[src/hw/adc_mux_pkg.sv]
// adc_mux_pkg: register map, field layout and source codes for the
// analog input multiplexer control.
// assumes a byte-wide special-function register port with paging.

package adc_mux_pkg;

  // ---------------------------------------------------------------
  // register map
  // ---------------------------------------------------------------
  localparam logic [7:0] ADDR_PAIR_CFG   = 8'hba; // shared with pin select
  localparam logic [7:0] ADDR_PIN_SELECT = 8'hba;
  localparam logic [7:0] ADDR_CHAN_SEL   = 8'hbb;
  localparam logic [7:0] PAGE_MUX        = 8'h00;
  localparam logic [7:0] PAGE_PIN_SELECT = 8'h0f;

  // ---------------------------------------------------------------
  // fields and reset values
  // ---------------------------------------------------------------
  localparam int         BIT_INPUTS_0_1_DIFF = 0;
  localparam int         BIT_INPUTS_2_3_DIFF = 1;
  localparam int         BIT_AMP_DIFF        = 2;
  localparam int         BIT_PORT_PAIR_DIFF  = 3;
  localparam int         CODE_TEMP_BIT       = 3;
  localparam logic [3:0] RST_PAIR_CFG        = 4'h0;
  localparam logic [3:0] RST_CHAN_SEL        = 4'h0;
  localparam logic [7:0] RST_PIN_SELECT      = 8'h00;
  localparam logic [3:0] UNUSED_HIGH_NIBBLE  = 4'h0;

  // ---------------------------------------------------------------
  // multiplexer sources
  // ---------------------------------------------------------------
  typedef enum logic [3:0] {
    SRC_EXT0     = 4'h0,
    SRC_EXT1     = 4'h1,
    SRC_EXT2     = 4'h2,
    SRC_EXT3     = 4'h3,
    SRC_AMP      = 4'h4,
    SRC_AGND     = 4'h5,
    SRC_EVEN     = 4'h6,
    SRC_ODD      = 4'h7,
    SRC_TEMP     = 4'h8,
    SRC_AMP_REF  = 4'h9
  } mux_src_t;

endpackage : adc_mux_pkg

[src/hw/adc_input_mux_control.sv]
// adc_input_mux_control: special-function registers for the analog
// input multiplexer and the registered switch controls they produce.
// assumes a byte-wide register port synchronous to clk_in, with a
// page number that tells apart the two registers sharing one address.

`timescale 1ns/1ps
`default_nettype none

// How it works
// - pairing and channel bits 7-4 read zero and ignore writes.
// - pairing bit 3 makes the even pins plus and the odd pins minus.
// - pairing bit 2 pairs the amplifier output with its reference.
// - pairing bit 1 makes input 2 the plus side and input 3 the minus side.
// - pairing bit 0 makes input 0 the plus side and input 1 the minus side.
// - a differential selection flags the result as two's complement.
// - codes route inputs 0-3, amplifier, ground, even, odd; 1xxx the sensor.
// - with a pair bit set, both codes of that pair select the same pair.
// - each pin select bit connects its port pin as analog input; resets 0.
// - any number of pins may be on; evens join the even input, odds the odd.
// - after reset every input pair is single-ended.
module adc_input_mux_control
  import adc_mux_pkg::*;
#(
  parameter int PIN_COUNT = 8
)
(
  input  wire logic                  clk_in,
  input  wire logic                  reset_n_in,
  input  wire logic [7:0]            sfr_addr_in,
  input  wire logic [7:0]            sfr_page_in,
  input  wire logic [7:0]            sfr_wdata_in,
  input  wire logic                  sfr_wr_in,
  input  wire logic                  sfr_rd_in,
  output logic      [7:0]            sfr_rdata_out,
  output adc_mux_pkg::mux_src_t      pos_src_out,
  output adc_mux_pkg::mux_src_t      neg_src_out,
  output logic                       differential_out,
  output logic                       twos_complement_out,
  output logic      [PIN_COUNT-1:0]  pin_connect_out,
  output logic                       even_input_active_out,
  output logic                       odd_input_active_out
);

  // ---------------------------------------------------------------
  // parameter check
  // ---------------------------------------------------------------
  // the pin select register is a single byte with even/odd pairs
  if (PIN_COUNT != 8)
  begin : g_bad_pin_count
    $error("adc_input_mux_control: PIN_COUNT must be 8");
  end

  // pin select shares its address with pairing, so pages must differ
  if (PAGE_MUX == PAGE_PIN_SELECT)
  begin : g_page_clash
    $error("adc_input_mux_control: shared-address pages clash");
  end

  // pairing and channel registers must sit at two addresses
  if (ADDR_PAIR_CFG == ADDR_CHAN_SEL)
  begin : g_addr_clash
    $error("adc_input_mux_control: register addresses clash");
  end

  // ---------------------------------------------------------------
  // storage
  // ---------------------------------------------------------------
  logic [3:0]           pair_cfg_q;
  logic [3:0]           pair_cfg_d;
  logic [3:0]           chan_sel_q;
  logic [3:0]           chan_sel_d;
  logic [PIN_COUNT-1:0] pin_sel_q;
  logic [PIN_COUNT-1:0] pin_sel_d;
  logic [7:0]           rdata_d;
  mux_src_t             pos_src_d;
  mux_src_t             neg_src_d;
  logic                 diff_d;
  logic                 even_on_d;
  logic                 odd_on_d;

  // ---------------------------------------------------------------
  // address decode
  // ---------------------------------------------------------------
  wire logic page_mux;
  wire logic page_pins;
  wire logic hit_cfg;
  wire logic hit_pins;
  wire logic hit_chan;
  assign page_mux  = (sfr_page_in == PAGE_MUX);
  assign page_pins = (sfr_page_in == PAGE_PIN_SELECT);
  assign hit_cfg   = page_mux && (sfr_addr_in == ADDR_PAIR_CFG);
  assign hit_chan  = page_mux && (sfr_addr_in == ADDR_CHAN_SEL);
  assign hit_pins  = page_pins && (sfr_addr_in == ADDR_PIN_SELECT);

  // ---------------------------------------------------------------
  // write strobes and read words
  // ---------------------------------------------------------------
  // one strobe per register keeps the next-value muxes readable
  wire logic       wr_cfg;
  wire logic       wr_chan;
  wire logic       wr_pins;
  wire logic [7:0] cfg_word;
  wire logic [7:0] chan_word;
  wire logic [7:0] read_mux;
  assign wr_cfg  = sfr_wr_in && hit_cfg;
  assign wr_chan = sfr_wr_in && hit_chan;
  assign wr_pins = sfr_wr_in && hit_pins;
  // the unused top nibble is tied off here and never stored
  assign cfg_word  = {UNUSED_HIGH_NIBBLE, pair_cfg_q};
  assign chan_word = {UNUSED_HIGH_NIBBLE, chan_sel_q};

  // next register values; pairing and channel keep only the low nibble
  assign pair_cfg_d = wr_cfg  ? sfr_wdata_in[3:0] : pair_cfg_q;
  assign chan_sel_d = wr_chan ? sfr_wdata_in[3:0] : chan_sel_q;
  assign pin_sel_d  = wr_pins ? sfr_wdata_in[PIN_COUNT-1:0]
                              : pin_sel_q;

  // read mux; unmapped addresses read as zero
  assign read_mux = hit_cfg  ? cfg_word  :
                    hit_chan ? chan_word :
                    hit_pins ? pin_sel_q :
                               8'h00;
  // read data holds its word between read strobes
  assign rdata_d  = sfr_rd_in ? read_mux : sfr_rdata_out;

  // ---------------------------------------------------------------
  // switch decode on the next values
  // ---------------------------------------------------------------
  // decoding the _d values lets the flopped controls land together
  // with the register itself, one clock after the write strobe
  mux_switch_decode u_decode (
    .pair_cfg_in      (pair_cfg_d),
    .channel_code_in  (chan_sel_d),
    .pos_src_out      (pos_src_d),
    .neg_src_out      (neg_src_d),
    .differential_out (diff_d)
  );

  // even pins share one multiplexer input, odd pins the other
  logic [PIN_COUNT/2-1:0] even_bits;
  logic [PIN_COUNT/2-1:0] odd_bits;
  for (genvar i = 0; i < PIN_COUNT / 2; i++)
  begin : g_pin_pairs
    assign even_bits[i] = pin_sel_d[2 * i];
    assign odd_bits[i]  = pin_sel_d[2 * i + 1];
  end
  // wired-or: any enabled pin of a parity drives that input
  assign even_on_d = |even_bits;
  assign odd_on_d  = |odd_bits;

  // ---------------------------------------------------------------
  // registers
  // ---------------------------------------------------------------
  // one short process per register; each resets asynchronously and
  // loads its _d value on every clock, so none needs an enable

  // pairing bits; every input pair resets single-ended, which is
  // also the safe state before software picks a channel
  always_ff @(posedge clk_in or negedge reset_n_in)
  begin
    if (!reset_n_in)
    begin
      pair_cfg_q <= RST_PAIR_CFG;
    end
    else
    begin
      pair_cfg_q <= pair_cfg_d;
    end
  end

  // channel code
  always_ff @(posedge clk_in or negedge reset_n_in)
  begin
    if (!reset_n_in)
    begin
      chan_sel_q <= RST_CHAN_SEL;
    end
    else
    begin
      chan_sel_q <= chan_sel_d;
    end
  end

  // pin select register; no pin is connected out of reset, so a
  // port pin stays digital until software asks for it
  always_ff @(posedge clk_in or negedge reset_n_in)
  begin
    if (!reset_n_in)
    begin
      pin_sel_q <= RST_PIN_SELECT;
    end
    else
    begin
      pin_sel_q <= pin_sel_d;
    end
  end

  // read data; rdata_d carries the old word between read strobes,
  // so the flop loads every clock like all the others
  always_ff @(posedge clk_in or negedge reset_n_in)
  begin
    if (!reset_n_in)
    begin
      sfr_rdata_out <= 8'h00;
    end
    else
    begin
      sfr_rdata_out <= rdata_d;
    end
  end

  // positive switch; fed from the next-value decode so it moves on
  // the same edge as the register write
  always_ff @(posedge clk_in or negedge reset_n_in)
  begin
    if (!reset_n_in)
    begin
      pos_src_out <= SRC_EXT0;
    end
    else
    begin
      pos_src_out <= pos_src_d;
    end
  end

  // negative switch; ground while the channel is single-ended
  always_ff @(posedge clk_in or negedge reset_n_in)
  begin
    if (!reset_n_in)
    begin
      neg_src_out <= SRC_AGND;
    end
    else
    begin
      neg_src_out <= neg_src_d;
    end
  end

  // pair indicator
  always_ff @(posedge clk_in or negedge reset_n_in)
  begin
    if (!reset_n_in)
    begin
      differential_out <= 1'b0;
    end
    else
    begin
      differential_out <= diff_d;
    end
  end

  // result format; a pair always converts to two's complement, so
  // this is a second copy of the pair indicator
  always_ff @(posedge clk_in or negedge reset_n_in)
  begin
    if (!reset_n_in)
    begin
      twos_complement_out <= 1'b0;
    end
    else
    begin
      twos_complement_out <= diff_d;
    end
  end

  // pin switches
  always_ff @(posedge clk_in or negedge reset_n_in)
  begin
    if (!reset_n_in)
    begin
      pin_connect_out <= RST_PIN_SELECT;
    end
    else
    begin
      pin_connect_out <= pin_sel_d;
    end
  end

  // any enabled even pin drives the shared even input
  always_ff @(posedge clk_in or negedge reset_n_in)
  begin
    if (!reset_n_in)
    begin
      even_input_active_out <= 1'b0;
    end
    else
    begin
      even_input_active_out <= even_on_d;
    end
  end

  // any enabled odd pin drives the shared odd input
  always_ff @(posedge clk_in or negedge reset_n_in)
  begin
    if (!reset_n_in)
    begin
      odd_input_active_out <= 1'b0;
    end
    else
    begin
      odd_input_active_out <= odd_on_d;
    end
  end

endmodule : adc_input_mux_control

`default_nettype wire

[src/hw/mux_switch_decode.sv]
// mux_switch_decode: turns pairing bits and a channel code into the
// positive and negative switch selections of the analog multiplexer.
// assumes next-value inputs from the register block; purely combinational.

`timescale 1ns/1ps
`default_nettype none

module mux_switch_decode
  import adc_mux_pkg::*;
(
  input  wire logic [3:0]           pair_cfg_in,
  input  wire logic [3:0]           channel_code_in,
  output adc_mux_pkg::mux_src_t     pos_src_out,
  output adc_mux_pkg::mux_src_t     neg_src_out,
  output logic                      differential_out
);

  // ---------------------------------------------------------------
  // channel decode
  // ---------------------------------------------------------------
  wire logic pair_on;
  wire logic odd_code;
  assign odd_code = channel_code_in[0];
  // pick the pairing bit that covers this code pair
  assign pair_on  = pair_cfg_in[channel_code_in[2:1]];

  // single-ended sources take ground as the negative side
  always_comb
  begin
    pos_src_out      = SRC_TEMP;
    neg_src_out      = SRC_AGND;
    differential_out = 1'b0;
    if (channel_code_in[CODE_TEMP_BIT])
    begin
      pos_src_out = SRC_TEMP;
    end
    else if (pair_on)
    begin
      differential_out = 1'b1;
      case (channel_code_in[2:1])
        2'b00:
        begin
          pos_src_out = SRC_EXT0;
          neg_src_out = SRC_EXT1;
        end
        2'b01:
        begin
          pos_src_out = SRC_EXT2;
          neg_src_out = SRC_EXT3;
        end
        2'b10:
        begin
          pos_src_out = SRC_AMP;
          neg_src_out = SRC_AMP_REF;
        end
        default:
        begin
          pos_src_out = SRC_EVEN;
          neg_src_out = SRC_ODD;
        end
      endcase
    end
    else
    begin
      case (channel_code_in[2:1])
        2'b00:   pos_src_out = odd_code ? SRC_EXT1 : SRC_EXT0;
        2'b01:   pos_src_out = odd_code ? SRC_EXT3 : SRC_EXT2;
        2'b10:   pos_src_out = odd_code ? SRC_AGND : SRC_AMP;
        default: pos_src_out = odd_code ? SRC_ODD : SRC_EVEN;
      endcase
    end
  end

endmodule : mux_switch_decode

`default_nettype wire

[config.mk]
export PLATFORM = sky130hd
export DESIGN_NAME = adc_input_mux_control
export DESIGN_NICKNAME = d
export VERILOG_FILES = /design/src/hw/adc_mux_pkg.sv /design/src/hw/adc_input_mux_control.sv /design/src/hw/mux_switch_decode.sv
export SDC_FILE = /design/constraint.sdc
export NUM_CORES = 1
export LEC_CHECK = 0
export BUFFER_PORTS_ARGS = -buffer_cell sky130_fd_sc_hd__clkbuf_2
export CORE_MARGIN = 8
export CORE_UTILIZATION = 40
export DETAILED_ROUTE_END_ITERATION = 10
export HOLD_SLACK_MARGIN = 0.03
export PLACE_DENSITY = 0.67
export SYNTH_ARGS = -nofsm -noshare
export SYNTH_HDL_FRONTEND = slang
export SYNTH_HIERARCHICAL = 1
export SYNTH_SLANG_ARGS = --single-unit
[constraint.sdc]
create_clock -name clk_in -period 1.47 [get_ports clk_in]
set_input_delay 0.0735 -clock clk_in [delete_from_list [all_inputs] [get_ports clk_in]]
set_output_delay 0.0735 -clock clk_in [all_outputs]
set_load 0.05 [all_outputs]
==> results of run 1 <==
-- metrics by stage --
stage | setup slack [ns] | cells
2_1_floorplan | -0.6089 | 119
3_3_place_gp | -0.7268 | 235
3_5_place_dp | -0.7970 | 235
4_1_cts | -0.4529 | 250
5_1_grt | -0.4902 | 255
6_report | -0.4681 | 255
-- worst max path at each step --
| stage | from | to | slack [ns] | cells after the start |
|---|---|---|---|---|
| after floorplan | sfr_addr_in[6] | twos_complement_out$_DFF_PN0_ | -0.61 | 7 |
| after global placement | sfr_page_in[5] | twos_complement_out$_DFF_PN0_ | -0.73 | 6 |
| after detailed placement | sfr_page_in[0] | twos_complement_out$_DFF_PN0_ | -0.80 | 7 |
| after CTS | sfr_addr_in[0] | twos_complement_out$_DFF_PN0_ | -0.45 | 7 |
| after global routing | sfr_page_in[5] | twos_complement_out$_DFF_PN0_ | -0.49 | 7 |
| final | sfr_page_in[5] | twos_complement_out$_DFF_PN0_ | -0.47 | 7 |
-- routing by layer --
metal	vias up	global-route usage, %	routed length, um
met2	38	23.06	2102
li1	602	-	-
met1	640	14.36	1688
met3	7	5.876	316
met5	-	0	0
met4	0	5.660	76
-- sequential cells by signal (all words and copies together), names as in the netlist --
register,count
pos_src_out,4
pin_sel_q,8
chan_sel_q,4
sfr_rdata_out,8
neg_src_out,4
twos_complement_out,1
pair_cfg_q,4
odd_input_active_out,1
even_input_active_out,1
-- logic make-up after synthesis --
family / Yosys count / synth area share, %
AO/OA/AOI/OAI: 17 / 6.541
buffers and inverters: 13 / 3.925
flip-flops: 35 / 57.40
multiplexers: 21 / 15.94
other: 1 / 0.2451
AND/OR/NAND/NOR: 32 / 15.94
-- placed cells by master (no fill, tap or decap), drive strengths merged --
cell | synthesis | routed
nand2b | 4 | 4
conb | 1 | 1
buf | 3 | 32
a22oi | 4 | 4
dfstp | 2 | 2
nand4 | 1 | 1
or4 | 1 | 1
clkbuf | 2 | 60
o21ai | 8 | 8
nor4 | 7 | 7
and4bb | 2 | 2
dfrtp | 33 | 33
nand2 | 2 | 2
nor3b | 1 | 1
mux2i | 3 | 3
nand3 | 4 | 4
nand4bb | 1 | 1
nor3 | 1 | 1
inv | 8 | 8
a21oi | 1 | 1
or4b | 1 | 1
and3 | 1 | 1
dlygate4sd3 | 0 | 1
nand4b | 1 | 1
mux4 | 1 | 1
o22ai | 4 | 4
nor2b | 4 | 4
mux2 | 17 | 17
nor2 | 1 | 1
-- timing repair --
action | 4_1_cts | 5_1_grt
hold buffers | 1 | 0
resized for setup | 19 | 15
endpoints found under the hold margin | 33 | 0
endpoints found under the setup margin | 15 | 12
buffers inserted | 6 | 6
pin swaps | 6 | 7
-- area by class of cell --
type	count	area, um2
Inverter	8	30.03
Fill cell	295	1334
Sequential cell	35	878.3
Tap cell	48	60.06
Clock buffer	8	100.1
Timing Repair Buffer	85	559.3
Multi-Input combinational cell	71	699.4
-- power groups by stage --
stage / registers [mW] / logic [mW] / clock network [mW]
finish: 0.966 / 0.135 / 0.747
floorplan: 0.991 / 0.0250 / 0
global placement: 0.984 / 0.110 / 0
CTS: 0.966 / 0.127 / 0.765
global route: 0.966 / 0.147 / 0.809
detailed placement: 0.984 / 0.115 / 0
-- critical path: cells and delay by family --
kind,cells,cell delay (ns)
multiplexers,2,0.83
buffers and inverters,2,0.29
AND/OR/NAND/NOR,3,0.92
-- synth_stat cells (3+ instances only) --
master	count
a22oi_1	4
buf_4	3
dfrtp_1	33
inv_1	8
mux2_2	17
mux2i_1	3
nand2b_1	4
nand3_1	4
nor2b_1	4
nor4_1	6
o21ai_0	8
o22ai_1	4
==> qor.yml, run 1 <==
switchingPower_uw: 393.2
worstPathRequired_ns: 1.65
critical_path.max_stage_delay_ns: 0.55
min_delay_path_depth: 2
grt_pass1_wl_mm: 6.679
cts_made_buffers: 5
finalMaxSlewViolations: 0
coreArea_mm2: 0.003661
wl_per_cell_um: 16.40
startpoint_type: "primary input"
io_pins: 56
maxCapViolCount: 0
worst_hold_slack_ns: 0.04154
cts_max_level: 2
drive_above_1_share_pct: 60.87
crit_arrival_ns: 2.12
hold-path-endpoint: "pin_sel_q[5]$_DFF_PN0_"
finalSetupTns_ns: -2.574
area_delta_synth_final_pct: 52.08
synth_nets: 147
grt_max_degree: 36
drtIter0Drc: 54
synthTopCellsByArea: "dfrtp_1 54%, mux2_2 13%, dfstp_2 3.4%"
hpwl_mm: 3.071
status: "finished, violations left"
ys.flop_type: "dfrtp_1"
crit_chain: "buf_6 -> or4_4 -> nor4_4 -> buf_4 -> mux2_4 -> mux4_2 -> nor2b_4"
finalHoldViolCount: 0
hold_class: "primary input to flip-flop"
diodes: 0
cts.clk_slew.worst_paths_ns: 0.07
drt-pass1-iter-count: 4
avgSynthCellArea_um2: 12.86
fp.dieH_um: 77.85
clk_latency_ns: 0.28
cts_max_path_buffers: 2
yosysSeqAreaShare_pct: 57.40
power_frac_clock_pct: 40.4
rsz0062_at_grt: "yes"
violations: "negative setup slack"
synth_top_area_cell: "dfrtp_1"
end_kind: "flip-flop"
worst_r2r_path_depth: 3
ys_warn_count: 6
initial_core_util_pct: 41.80
ant_nets: 0
antenna_found_initial: 0
drc: 0
synthArstFlopShare_pct: 100.0
p_comb_share_pct: 7.3
cts-root-buf: "clkbuf_8"
worstReg2RegEnd: "twos_complement_out$_DFF_PN0_"
synth_edf_count: 0
wl_mm: 4.183
fin_ws_ns: -0.4681
hold_start: "sfr_wdata_in[5]"
worstReg2RegStart: "pair_cfg_q[1]$_DFF_PN0_"
vias: 1287
fp.dieArea_mm2: 0.006061
dpl-instance-area_mm2: 0.002013
pwr-share-seq_pct: 52.3
grt_pass1_vias: 1442
die_x_um: 77.85
leakagePower_nw: 1.208
fin_skew_ns: 0.004906
finalPower_mw: 1.848
rows: 22
fmax_mhz: 516.0
syn_area_mm2: 0.001530
worstSetupPathType: "primary input to flip-flop"
synthDistinctLibCells: 31
powerDensity_mw_per_mm2: 794.2
p_int_mw: 1.455
p_sw_share_pct: 21.27
cts.sinks: 35
setup_viol: 20
synth_top_area_share_pct: 53.97
fin_crit_sh_pct: 131.8
final_area_mm2: 0.002327
crit_path_top_delay_cell: "or4_4"
crit_fanout: 4
place_congestion: 0.7989
port-buffer-count: 55
grt-ovfl-total: 0
grt_usage_pct: 13.57
r2r_slack_ns: 0.02
synth_cells: 119
peakVddDrop_mv: 0.6482
period_needed_ns: 1.938
nets: 234
post-route-util_pct: 63.57
ys_ff_latch: 35
cts_tree: "built"
vias_per_cell: 5.047
Power figures use the tool's default switching activity.
==> inputs of run 2 (changes only) <==
--- a/config.mk
+++ b/config.mk
@@ -10,6 +10,7 @@
 export CORE_UTILIZATION = 40
 export DETAILED_ROUTE_END_ITERATION = 10
 export HOLD_SLACK_MARGIN = 0.03
+export MAX_ROUTING_LAYER = met4
 export PLACE_DENSITY = 0.67
 export SYNTH_ARGS = -nofsm -noshare
 export SYNTH_HDL_FRONTEND = slang
==> qor.yml, run 2 (synthesis gave the netlist of run 1 again) <==
hold_class: "primary input to flip-flop"
worstSetupPathType: "primary input to flip-flop"
fillers: 295
worstPathRequired_ns: 1.65
wl_mm: 4.183
grt_pass1_vias: 1438
startpoint_type: "primary input"
cp.buffers_inverters: 2
multi_input_area_um2: 699.4
fin_skew_ns: 0.004740
crit_fanout: 4
fp.dieArea_mm2: 0.006061
grt_usage_pct: 13.99
drt-pass1-iter-count: 4
powerDensity_mw_per_mm2: 794.1
crit_arrival_ns: 2.12
vias: 1288
nets: 234
ant_nets: 0
cts_made_buffers: 5
worstReg2RegStart: "pair_cfg_q[1]$_DFF_PN0_"
status: "finished, violations left"
wl_per_cell_um: 16.40
fp.dieH_um: 77.85
seq_area_um2: 878.3
die_x_um: 77.85
finalPower_mw: 1.848
crit_chain: "buf_6 -> or4_4 -> nor4_4 -> buf_4 -> mux2_4 -> mux4_2 -> nor2b_4"
worst_r2r_path_depth: 3
leakagePower_nw: 1.208
cts_max_path_buffers: 2
post-route-util_pct: 63.57
end_kind: "flip-flop"
min_delay_path_depth: 2
p_comb_share_pct: 7.3
hold_start: "sfr_wdata_in[5]"
mostFrequentLayoutCell: "clkbuf_2"
clk_latency_ns: 0.28
critical_path.max_stage_delay_ns: 0.55
vias_per_cell: 5.051
period_needed_ns: 1.938
fin_crit_sh_pct: 131.9
port-buffer-count: 55
cp_top_family: "simple AND/OR/NAND/NOR gates"
io_pins: 56
rows: 22
drc: 0
switchingPower_uw: 392.8
cts_max_level: 2
antenna_found_initial: 0
reg.largest.list: "pin_sel_q (8), sfr_rdata_out (8)"
rsz0062_at_grt: "yes"
fmax_mhz: 515.9
cts.sinks: 35
cts.clk_slew.worst_paths_ns: 0.07
area_delta_synth_final_pct: 52.08
p_sw_share_pct: 21.26
place_congestion: 0.8103
cts-root-buf: "clkbuf_8"
hpwl_mm: 3.071
setup_viol: 20
peakVddDrop_mv: 0.6482
cts_tree: "built"
violations: "negative setup slack"
power_frac_clock_pct: 40.4
drive_above_1_share_pct: 60.87
finalHoldViolCount: 0
place_worst_setup_slack_ns: -0.7970
grt_max_degree: 36
coreArea_mm2: 0.003661
p_int_mw: 1.455
crit_path_top_delay_cell: "or4_4"
finalSetupTns_ns: -2.578
grt-ovfl-total: 0
maxCapViolCount: 0
pwr-share-seq_pct: 52.3
hold-path-endpoint: "pin_sel_q[5]$_DFF_PN0_"
final_cell_mix: "52 x clkbuf_2, 33 x dfrtp_1, 19 x buf_4, 13 x buf_6, 9 x mux2_2"
drtIter0Drc: 58
initial_core_util_pct: 41.80
fin_ws_ns: -0.4683
grt_pass1_wl_mm: 6.699
worstReg2RegEnd: "twos_complement_out$_DFF_PN0_"
diodes: 0
r2r_slack_ns: 0.02
finalMaxSlewViolations: 0
run 2: cell counts in the layout (fill, tap and decap cells not counted):
Identical to the previous run, type by type.
run 2: worst max-delay path by stage:
stage               depth (start not counted)           start                            end
global route                                7  sfr_page_in[5]  twos_complement_out$_DFF_PN0_
detailed placement                          7  sfr_page_in[0]  twos_complement_out$_DFF_PN0_
finish                                      7  sfr_page_in[5]  twos_complement_out$_DFF_PN0_
global placement                            6  sfr_page_in[5]  twos_complement_out$_DFF_PN0_
floorplan                                   7  sfr_addr_in[6]  twos_complement_out$_DFF_PN0_
CTS                                         7  sfr_addr_in[0]  twos_complement_out$_DFF_PN0_
run 2: area by class of cell:
class	count	area share (%)
multi-input cells	71	30.05
clock buffers	8	4.301
well taps	48	2.581
flip-flops and latches	35	37.74
inverters	8	1.290
repair buffers	85	24.03
run 2: per-stage QoR:
stage          std cells  hold slack [ns]  cell area (um2)
2_1_floorplan        119          -0.2221             1583
3_3_place_gp         235           0.1202             2013
3_5_place_dp         235           0.1309             2013
4_1_cts              250          0.03687             2241
5_1_grt              255          0.04218             2327
6_report             255          0.04184             2327
run 2: timing repair:
item	in CTS	in global routing
hold endpoints to repair	33	0
pin swaps	6	7
hold buffers	1	0
setup buffers	6	6
gates resized for setup	19	15
endpoints found under the setup margin	15	12
run 2: worst reg2reg max path: stages, from the launching register on:
cell and delay [ns]:
dfrtp_1 0.41, mux2_4 0.30, mux4_2 0.49, nor2b_4 0.14
run 2: power groups by stage:
| stage | registers, mW | clock network, mW | logic (mW) |
|---|---|---|---|
| floorplan | 0.991 | 0 | 0.0250 |
| detailed placement | 0.984 | 0 | 0.115 |
| finish | 0.966 | 0.747 | 0.135 |
| global route | 0.966 | 0.809 | 0.147 |
| global placement | 0.984 | 0 | 0.110 |
| CTS | 0.966 | 0.765 | 0.127 |
run 2: routing by layer:
layer / share of wire [%] / track usage [%]
met5: 0 / -
met4: 1.8 / 5.660
met3: 6.7 / 5.300
met2: 50 / 23.06
met1: 41 / 14.78
